[config.mk]
export PLATFORM = sky130hd
export DESIGN_NAME = accumulator_logic_unit
export DESIGN_NICKNAME = d
export VERILOG_FILES = /design/src/shared/alu_logic_pkg.sv /design/src/rtl/accumulator_logic_unit.sv
export VERILOG_INCLUDE_DIRS = /design/src /design/src/shared
export SDC_FILE = /design/constraint.sdc
export NUM_CORES = 1
export LEC_CHECK = 0
export ABC_AREA = 1
export BUFFER_PORTS_ARGS = -buffer_cell sky130_fd_sc_hd__buf_2
export CORE_MARGIN = 2
export CORE_UTILIZATION = 60
export CTS_BUF_LIST = sky130_fd_sc_hd__clkbuf_4 sky130_fd_sc_hd__clkbuf_8
export DETAILED_ROUTE_END_ITERATION = 7
export GPL_ROUTABILITY_DRIVEN = 0
export HOLD_SLACK_MARGIN = 0.05
export PLACE_DENSITY = 0.83
export SYNTH_ARGS = -nofsm -noshare
export SYNTH_HDL_FRONTEND = slang
export SYNTH_SLANG_ARGS = --single-unit
export TNS_END_PERCENT = 5
[constraint.sdc]
create_clock -name core_clk -period 3.39 [get_ports core_clk]
set_input_delay 0.5085 -clock core_clk [delete_from_list [all_inputs] [get_ports core_clk]]
set_output_delay 0.5085 -clock core_clk [all_outputs]
set_load 0.02 [all_outputs]
[src/shared/alu_logic_params.svh]
/*
  Constants of the accumulator logic unit: widths, ranges and reset values.
  Assumes it is included by the package and the unit, and defines only macros.
*/
`ifndef ALU_LOGIC_PARAMS_SVH
`define ALU_LOGIC_PARAMS_SVH

`define ALU_ACC_W        32
`define ALU_WORD_W       16
`define ALU_RUN_MAX      32
`define ALU_CNT_W        6
`define ALU_ADDR_W       11
`define ALU_ACC_MSB      31
`define ALU_ACC_RESET    32'h0000_0000
`define ALU_WORD_ZERO    16'h0000
`define ALU_CNT_ZERO     6'h00
`define ALU_CNT_ONE      6'h01
`define ALU_CNT_MIN      6'h01
`define ALU_CNT_MAX      6'h20

`endif

[src/shared/alu_logic_pkg.sv]
/*
  Types of the accumulator logic unit: operation codes, command carrier,
  sequencer states and the unit's complete state record.
  Assumes alu_logic_params.svh is on the include path.
*/
`default_nettype none

package alu_logic_pkg;
  `include "alu_logic_params.svh"

  typedef enum logic [3:0]
  {
    OP_AND_WORD,
    OP_OR_WORD,
    OP_XOR_WORD,
    and_wide_constant_op,
    or_wide_constant_op,
    exclusive_or_wide_constant_op,
    and_bit_run_op,
    or_bit_run_op,
    exclusive_or_bit_run_op
  } aluOp_t;

  typedef enum logic [1:0]
  {
    LOGIC_AND,
    LOGIC_OR,
    LOGIC_XOR
  } logicFn_t;

  typedef struct packed
  {
    logic                     valid;
    aluOp_t                   op;
    logic [`ALU_WORD_W-1:0]   wordData;
    logic [`ALU_ACC_W-1:0]    constData;
    logic [`ALU_ADDR_W-1:0]   bitStart;
    logic [`ALU_CNT_W-1:0]    bitCount;
  } aluCmd_t;

  typedef struct packed
  {
    logic                     valid;
    logic [`ALU_ACC_W-1:0]    value;
  } accLoad_t;

  typedef struct packed
  {
    logic                     zero;
    logic                     negative;
  } aluFlags_t;

  typedef enum logic [1:0]
  {
    ST_IDLE,
    ST_REQUEST,
    ST_CAPTURE
  } runState_t;

  typedef struct packed
  {
    runState_t                state;
    logic [`ALU_ACC_W-1:0]    acc;
    aluFlags_t                flags;
    logicFn_t                 fn;
    logic [`ALU_ADDR_W-1:0]   addr;
    logic [`ALU_CNT_W-1:0]    remain;
    logic [`ALU_CNT_W-1:0]    index;
    logic [`ALU_ACC_W-1:0]    gathered;
    logic                     readEn;
    logic                     done;
    logic                     error;
  } aluState_t;
endpackage

`default_nettype wire

[src/rtl/accumulator_logic_unit.sv]
/*
  Accumulator logic unit: AND, OR and exclusive-OR of the accumulator with a
  word operand, a wide constant or a run of discrete memory bits, with the
  zero result flag and, for the constant and run forms, the negative result flag.
  Assumes the program sequencer on the same clock supplies word operands and
  constants with the command, and that the discrete memory answers a read
  one clock after the read strobe.
*/
`timescale 1ns/1ps
`default_nettype none
`include "alu_logic_params.svh"

module accumulator_logic_unit
  import alu_logic_pkg::*;
#(
  parameter int unsigned ADDR_W  = `ALU_ADDR_W,
  parameter int unsigned RUN_MAX = `ALU_RUN_MAX
)
(
  input  wire logic                   core_clk,
  input  wire logic                   nrst,
  input  wire aluCmd_t                cmd,
  output logic                        cmdReady,
  input  wire accLoad_t               accLoad,
  output logic                        bitRdEn,
  output logic [`ALU_ADDR_W-1:0]      bitRdAddr,
  input  wire logic                   bitRdData,
  output logic [`ALU_ACC_W-1:0]       accValue,
  output logic                        zeroResultFlag,
  output logic                        negativeResultFlag,
  output logic                        opDone,
  output logic                        cmdError
);

  aluState_t state_q;
  aluState_t state_d;

  // Word forms only look at the low half; the operand is zero-extended.
  function automatic logic isWordOp(input aluOp_t op);
    isWordOp = (op == OP_AND_WORD) || (op == OP_OR_WORD) || (op == OP_XOR_WORD);
  endfunction

  function automatic logic isConstOp(input aluOp_t op);
    isConstOp = (op == and_wide_constant_op) || (op == or_wide_constant_op)
             || (op == exclusive_or_wide_constant_op);
  endfunction

  function automatic logic isRunOp(input aluOp_t op);
    isRunOp = (op == and_bit_run_op) || (op == or_bit_run_op)
           || (op == exclusive_or_bit_run_op);
  endfunction

  function automatic logicFn_t fnOf(input aluOp_t op);
    logicFn_t f;
    f = LOGIC_AND;
    unique case (op)
      OP_OR_WORD, or_wide_constant_op, or_bit_run_op:
        f = LOGIC_OR;
      OP_XOR_WORD, exclusive_or_wide_constant_op, exclusive_or_bit_run_op:
        f = LOGIC_XOR;
      default:
        f = LOGIC_AND;
    endcase
    fnOf = f;
  endfunction

  function automatic logic [`ALU_ACC_W-1:0] applyFn
  (
    input logicFn_t                f,
    input logic [`ALU_ACC_W-1:0]   a,
    input logic [`ALU_ACC_W-1:0]   b
  );
    logic [`ALU_ACC_W-1:0] r;
    r = a & b;
    unique case (f)
      LOGIC_AND:
        r = a & b;
      LOGIC_OR:
        r = a | b;
      LOGIC_XOR:
        r = a ^ b;
      default:
        r = a & b;
    endcase
    applyFn = r;
  endfunction

  // Mask of the bits that a run of the given length covers; bits above the
  // run take no part, so an AND of a short run clears the upper accumulator.
  logic [`ALU_ACC_W-1:0] runMask;

  genvar g;
  generate
    for (g = 0; g < `ALU_ACC_W; g++)
    begin : gen_mask
      assign runMask[g] = (state_q.index > `ALU_CNT_W'(g));
    end
  endgenerate

  logic [`ALU_ACC_W-1:0] wordFull;
  logic [`ALU_ACC_W-1:0] wordResult;
  logic [`ALU_ACC_W-1:0] constResult;
  logic                  pendingApply;
  logic [`ALU_ACC_W-1:0] runResult;
  logic [`ALU_ACC_W-1:0] runOperand;
  logic                  countOk;
  logic                  lastBit;

  always_comb
  begin
    wordFull    = applyFn(fnOf(cmd.op),
                          {`ALU_WORD_ZERO, state_q.acc[`ALU_WORD_W-1:0]},
                          {`ALU_WORD_ZERO, cmd.wordData});
    wordResult  = {`ALU_WORD_ZERO, wordFull[`ALU_WORD_W-1:0]};
    constResult = applyFn(fnOf(cmd.op), state_q.acc, cmd.constData);
    runOperand  = state_q.gathered & runMask;
    runResult   = applyFn(state_q.fn, state_q.acc, runOperand);
    countOk     = (cmd.bitCount >= `ALU_CNT_MIN)
               && (cmd.bitCount <= `ALU_CNT_W'(RUN_MAX));
    lastBit     = (state_q.remain == `ALU_CNT_ONE);
    // The cycle after the last captured bit still owes the run's result.
    pendingApply = (state_q.state == ST_IDLE) && (state_q.index != `ALU_CNT_ZERO)
                && !state_q.done && !state_q.error;
  end

  // Ready stays low while a run result is owed, otherwise a command taken
  // then would be computed from the old accumulator and then overwritten.
  assign cmdReady = (state_q.state == ST_IDLE) && !pendingApply;

  always_comb
  begin
    state_d        = state_q;
    state_d.done   = 1'b0;
    state_d.error  = 1'b0;
    state_d.readEn = 1'b0;
    unique case (state_q.state)
      ST_IDLE:
      begin
        if (pendingApply)
        begin
          state_d.state = ST_IDLE;
        end
        else if (cmd.valid && isWordOp(cmd.op))
        begin
          state_d.acc        = wordResult;
          state_d.flags.zero = (wordResult == `ALU_ACC_RESET);
          state_d.done       = 1'b1;
        end
        else if (cmd.valid && isConstOp(cmd.op))
        begin
          state_d.acc            = constResult;
          state_d.flags.zero     = (constResult == `ALU_ACC_RESET);
          state_d.flags.negative = constResult[`ALU_ACC_MSB];
          state_d.done           = 1'b1;
        end
        else if (cmd.valid && isRunOp(cmd.op) && countOk)
        begin
          state_d.fn       = fnOf(cmd.op);
          state_d.addr     = cmd.bitStart;
          state_d.remain   = cmd.bitCount;
          state_d.index    = `ALU_CNT_ZERO;
          state_d.gathered = `ALU_ACC_RESET;
          state_d.readEn   = 1'b1;
          state_d.state    = ST_REQUEST;
        end
        else if (cmd.valid && isRunOp(cmd.op))
        begin
          // A bad run length leaves the accumulator and both flags alone.
          state_d.error = 1'b1;
        end
        else if (accLoad.valid)
        begin
          state_d.acc = accLoad.value;
        end
      end
      ST_REQUEST:
      begin
        // The read strobe was issued for addr; its bit returns next cycle.
        state_d.state = ST_CAPTURE;
      end
      ST_CAPTURE:
      begin
        state_d.gathered[state_q.index[`ALU_CNT_W-2:0]] = bitRdData;
        state_d.index  = state_q.index + `ALU_CNT_ONE;
        state_d.remain = state_q.remain - `ALU_CNT_ONE;
        if (lastBit)
        begin
          state_d.state = ST_IDLE;
        end
        else
        begin
          state_d.addr   = state_q.addr + `ALU_ADDR_W'(1);
          state_d.readEn = 1'b1;
          state_d.state  = ST_REQUEST;
        end
      end
      default:
      begin
        state_d.state = ST_IDLE;
      end
    endcase

    // The result of a run is applied one cycle after the last bit lands, so
    // the mask and the gathered word are both stable when it is formed.
    if (pendingApply)
    begin
      state_d.acc            = runResult;
      state_d.flags.zero     = (runResult == `ALU_ACC_RESET);
      state_d.flags.negative = runResult[`ALU_ACC_MSB];
      state_d.index          = `ALU_CNT_ZERO;
      state_d.done           = 1'b1;
    end
  end

  // Flags are touched only by the operations above, so they persist between
  // updates.
  always_ff @(posedge core_clk or negedge nrst)
  begin
    if (!nrst)
    begin
      state_q <= '0;
    end
    else
    begin
      state_q <= state_d;
    end
  end

  assign bitRdEn            = state_q.readEn;
  assign bitRdAddr          = state_q.addr;
  assign accValue           = state_q.acc;
  assign zeroResultFlag     = state_q.flags.zero;
  assign negativeResultFlag = state_q.flags.negative;
  assign opDone             = state_q.done;
  assign cmdError           = state_q.error;

endmodule

`default_nettype wire

======== Word level (Yosys, flattened, before mapping) ========
Cells that the tools add are included.
cells by class
  $add $sub $neg .......................... 3
  $lt $le $gt $ge ......................... 36
  equality and inequality tests ........... 26
  multiplexer cells ....................... 37
  bitwise logic cells ..................... 13
  reductions and logical operators ........ 41
operators with widths
  kind                                                           number
  2-to-1 mux 32 bit                                              4
  case mux 32 bit (2 select lines)                               2
  2-to-1 mux 58 bit                                              2
  case mux 56 bit (2 select lines)                               1
  AND 32 bit                                                     3
  greater-than comparator 6 x 5 -> 1 bit, second input constant  16
  zero test 32 bit                                               3
  2-to-1 mux 94 bit                                              1
  OR 32 bit                                                      2
  bitwise XOR 32 bit                                             2
  2-to-1 mux 59 bit                                              1
  greater-than comparator 6 x 4 -> 1 bit, second input constant  8
  2-to-1 mux 36 bit                                              1
  2-to-1 mux 34 bit                                              1
  2-to-1 mux 33 bit                                              1
  bitwise mux 32 bit                                             1
  case mux 16 bit (2 select lines)                               1
  greater-than comparator 6 x 3 -> 1 bit, second input constant  4
  AND 16 bit                                                     1
  == test 4 x 3 -> 1 bit, second input constant                  4
  OR 16 bit                                                      1
  bitwise XOR 16 bit                                             1
  greater-than comparator 6 x 1 -> 1 bit, second input constant  2
  greater-than comparator 6 x 2 -> 1 bit, second input constant  2
  other kinds (41)                                               91
storage, ports and cells
  bits in registers ....................... 96
  output and inout bits ................... 49

======== Longest topological paths before layout ========
  depth after elaboration ................. 11
  mapped depth ............................ 24
  mapped depth without buffers ............ 23

======== Worst setup path before layout ========
OpenSTA, ideal clock, no wires.
  path kind ............................... register to register
  start point ............................. register state_q[36] (netlist name)
  end point ............................... register state_q (netlist bit zeroResultFlag)
  setup time .............................. 73 ps
  arrival time ............................ 2439 ps
  setup slack ............................. 878 ps
  stages on the path, launching flop included .. 20
  path buffers ............................ 1
  cells stage by stage .................... dfrtp_1 -> inv_1 -> ha_1 -> inv_1 -> clkbuf_1 -> nor3_1 -> nor3_1 -> inv_1 -> ha_1 -> nand2_1 -> nand3_1 -> o21ai_0 -> nand2_1 -> nor2_1 -> nand2_1 -> nor2_1 -> nand3_1 -> nand2_1 -> inv_1 -> a21oi_2
between the ends
  cells in the longest elaborated chain, start to end .. 7
  elaborated cells between the ends (all ways) .. 48
ends and longest elaborated chain
  item                                                                                            line                           RTL
  start, declared                                                                                 accumulator_logic_unit.sv:35   aluState_t state_q;
  start signal, assigned                                                                          accumulator_logic_unit.sv:225  state_q <= state_d;
  parallel branches: the longest is 7 deep, another holds greater-than comparator 6 x 1 -> 1 bit  -
Several ways; the timed one is not identified. The select of a mux whose other input is x is not followed.
A chain may end at the register's enable or synchronous reset.

======== Final worst setup path ========
Ends and elaborated chain as after synthesis.

==> metrics.md <==
| Metric | Value |
|---|---|
| Synth Register Bits | `96` |
| Sw Share | `a little under two fifths` |
| Worst r2r src | `state_q[36]` |
| Psw | `1.09 mW` |
| IO Port Bufs | `about 150` |
| Max_slew headroom | `a little under two fifths` |
| Period utilisation layout | `about nine tenths` |
| Area growth, synth to finish | `7.85%` |
| Synth Area per Inst | `about 6.4 um2` |
| Syn nets | `between 2,000 and 2,500` |
| Combinational power share | `between 20 and 30%` |
| Critical path startpoint category | `flop` |
| Ys flop type | `dfrtp_1` |
| Post-route insts no fill | `about 2,100` |
| Nets | `between 2,000 and 2,500` |
| # resized after CTS | `0` |
| First-pass GRT wire length | `53.7 mm` |
| WL final | `33.1 mm` |
| Die Width | `142 um` |
| Post-CTS Setup Repair Bufs | `0` |
| Clock latency on the worst-skew pair | `between 400 and 500 ps` |
| Rows | `50` |
| Via density | `5.58` |
| Sequential fraction of the synthesis area | `between 20% and 30%` |
| Starting density of the core | `60.9%` |
| Share of cells above drive strength 1 | `roughly 16%` |
| Max-cap violations | `0` |
| 1st-pass router iterations | `7` |
| Final WS setup | `approximately 340 ps` |
| Peak supply drop | `between 0.0002 and 0.00025 V` |
| Global route overflow | `0` |
| Hold Fails Final Rpt | `0` |
| Post-synth EDFFs | `0` |
| Final Slew Violations | `0` |
| Crit path DAT | `roughly 3400 ps` |
| CTS root buf | `clkbuf_8` |
| Initial drt markers | `between 1,000 and 1,500` |
| Core area | `18,600 um2` |
| Fin Setup TNS | `0 ps` |
| Peak Freq | `327 MHz` |
| DP Cell Count | `roughly 2,100` |
| H-tree depth | `3` |
| Placed wire-length estimate | `roughly 25 mm` |
| Pin count of the biggest net entering global routing | `63` |
| Yosys warning count | `0` |
| Vias in the first global route | `approximately 11,000` |
| WS Path Type | `flop to flop` |
| Post-synth design cell area | `11,300 um2` |
| Worst EP required | `3750 ps` |
| FFs w/ async S/R, synth | `100%` |
| Sink Count | `96` |
| R2R setup slack | `340 ps` |
| Clock Skew | `between 20 and 25 ps` |
| Hold_buf cts | `0` |
| Ant. Diodes | `0` |
| Critical path fanouts, max | `7` |
| Remaining DRCs | `0` |
| Critical Path Sink Type | `flop` |
| Die Y | `around 140 um` |
| Clock Pin Slew Worst Setup and Hold Paths | `approximately 120 ps` |
| Routed WL per cell | `15.8 um` |
| Power density cells | `235 nW/um2` |
| Unique masters post-synth | `50` |
| RSZ-0062 raised after global routing | `false` |
| Int Pwr | `roughly 1.8 mW` |
| Vias | `11,700` |
| CTS tree | `done` |
| Outcome | `finished clean` |
| Endpoints failing setup | `0` |
| Reg2Reg Depth | `19` |
| Post-route ant nets | `0` |
| # IOs | `155` |
| Num CTS Buffers | `9` |
| Leak pwr | `~7 nW` |
| Register share of total power | `42.2%` |
| Max Root-Sink Buffers | `2` |
| Global Route Usage Sum | `~33%` |
| Reg-to-reg endpoint | `zeroResultFlag` |
| Antenna violations before repair | `0` |
| Fin crit period | `a little over 3000 ps` |
| Clk pwr share | `29.1%` |
| Cells after synthesis | `about 1,800` |
| Die Area | `approximately 20,000 um2` |
| Worst slew pin tran | `about 920 ps` |
| Min-Delay Path Class | `primary input to asynchronous set/reset pin` |
| DP Worst Slack | `~370 ps` |
[worst max-delay path, stage by stage (launching register included)]
cell and delay [ps]:
dfrtp_1 440, inv_1 170, ha_1 250, inv_1 220
nor3_1 110, nor3_1 340, buf_4 190, inv_1 50
ha_1 270, nand2_1 70, nand3_1 70, o21ai_0 160
nand2_1 130, nor2_1 100, nand2_1 50, nor2_1 90
nand3_1 70, nand2_1 60, inv_1 50, a21oi_2 100
[sequential cells by signal, indices dropped and copies added, names as in the netlist]
| signal | cells |
|---|---|
| negativeResultFlag | 1 |
| zeroResultFlag | 1 |
| state_q | 48 |
| opDone | 1 |
| bitRdEn | 1 |
| accValue | 32 |
| bitRdAddr | 11 |
| cmdError | 1 |
[area by class of cell]
| cell class | instances | area (um2) |
|---|---|---|
| fillers | 1710 | 6410 |
| clock inverters | 7 | 81.3 |
| flip-flops and latches | 96 | 2400 |
| well taps | 234 | 293 |
| clock buffers | 9 | 124 |
| repair buffers | 194 | 1120 |
| inverters | 258 | 976 |
| multi-input cells | 1293 | 7240 |
[metal layers]
metal | vias to the layer above | share of wire, % | GRT usage [%]
li1 | 5653 | - | -
met4 | 0 | 3.8 | 14.6
met3 | 107 | 10 | 7.05
met1 | 5335 | 40 | 42.3
met2 | 570 | 46 | 55.3
met5 | - | 0 | 0
[cells in the mapped netlist (2+ instances only)]
master / number / area (um2)
a21oi_1: 66 / 330
a21oi_2: 2 / 17.5
a22o_1: 2 / 17.5
a31oi_1: 7 / 43.8
buf_2: 22 / 110
buf_4: 47 / 353
buf_6: 12 / 135
clkbuf_1: 35 / 131
dfrtp_1: 96 / 2400
ha_1: 174 / 2180
inv_1: 250 / 938
inv_2: 5 / 18.8
nand2_1: 465 / 1750
nand2_2: 5 / 31.3
nand2_4: 3 / 33.8
nand3_1: 80 / 400
nand4_1: 6 / 37.5
nor2_1: 191 / 717
nor2_2: 3 / 18.8
nor2_8: 2 / 40.0
nor3_1: 15 / 75.1
nor4_1: 2 / 12.5
o211ai_1: 5 / 37.5
o21ai_0: 154 / 771
o21ai_1: 28 / 140
o21bai_1: 2 / 15.0
o221ai_1: 2 / 17.5
o22ai_1: 4 / 25.0
o31ai_1: 3 / 22.5
or2_2: 55 / 344
xor2_1: 2 / 17.5
[logic make-up after synthesis]
group           Yosys count  share of synthesized area (%)
simple gates            834                           31.0
flops                    96                           21.2
compound gates          282                           13.3
buf+inv                 375                           15.1
xor+xnor                  3                          0.232
fa+ha+maj               174                           19.2
[worst max path at each step]
stage,start,endpoint,slack [ps],cells past startpoint
6_report,state_q[36],zeroResultFlag,340,19
5_1_grt,state_q[40],zeroResultFlag,90,19
4_1_cts,state_q[38],zeroResultFlag,440,19
3_5_place_dp,cmd[68],zeroResultFlag,370,18
3_3_place_gp,cmd[68],zeroResultFlag,440,18
2_1_floorplan,state_q[36],zeroResultFlag,880,19
[through the flow]
stage	utilization [%]	instance area [um2]	hold slack [ps]	power [mW]
global route	65.6	12200	153	3.04
global placement	64.5	12000	451	2.02
CTS	65.6	12200	128	2.87
finish	65.6	12200	107	2.88
floorplan	-	11300	213	1.79
detailed placement	64.5	12000	456	2.05
[cell usage in the layout (no fill, tap or decap), types with 7 or more instances in the layout]
master / netlist / routed
or2_2: 55 / 55
nor3_1: 15 / 15
clkbuf_8: 0 / 9
dfrtp_1: 96 / 96
inv_1: 250 / 249
nor2_1: 191 / 191
nand2_1: 465 / 464
o21ai_1: 28 / 28
o21ai_0: 154 / 154
buf_4: 47 / 37
a21oi_1: 66 / 66
buf_2: 22 / 153
a31oi_1: 7 / 7
nand3_1: 80 / 80
ha_1: 174 / 174
[power groups by stage]
stage	combinational [mW]	sequential, mW	clock [mW]
3_3_place_gp	0.788	1.23	0
6_report	0.828	1.21	0.838
2_1_floorplan	0.562	1.23	0
3_5_place_dp	0.815	1.24	0
5_1_grt	0.935	1.22	0.882
4_1_cts	0.818	1.21	0.838
No activity file was read; power rests on OpenSTA's default activity.
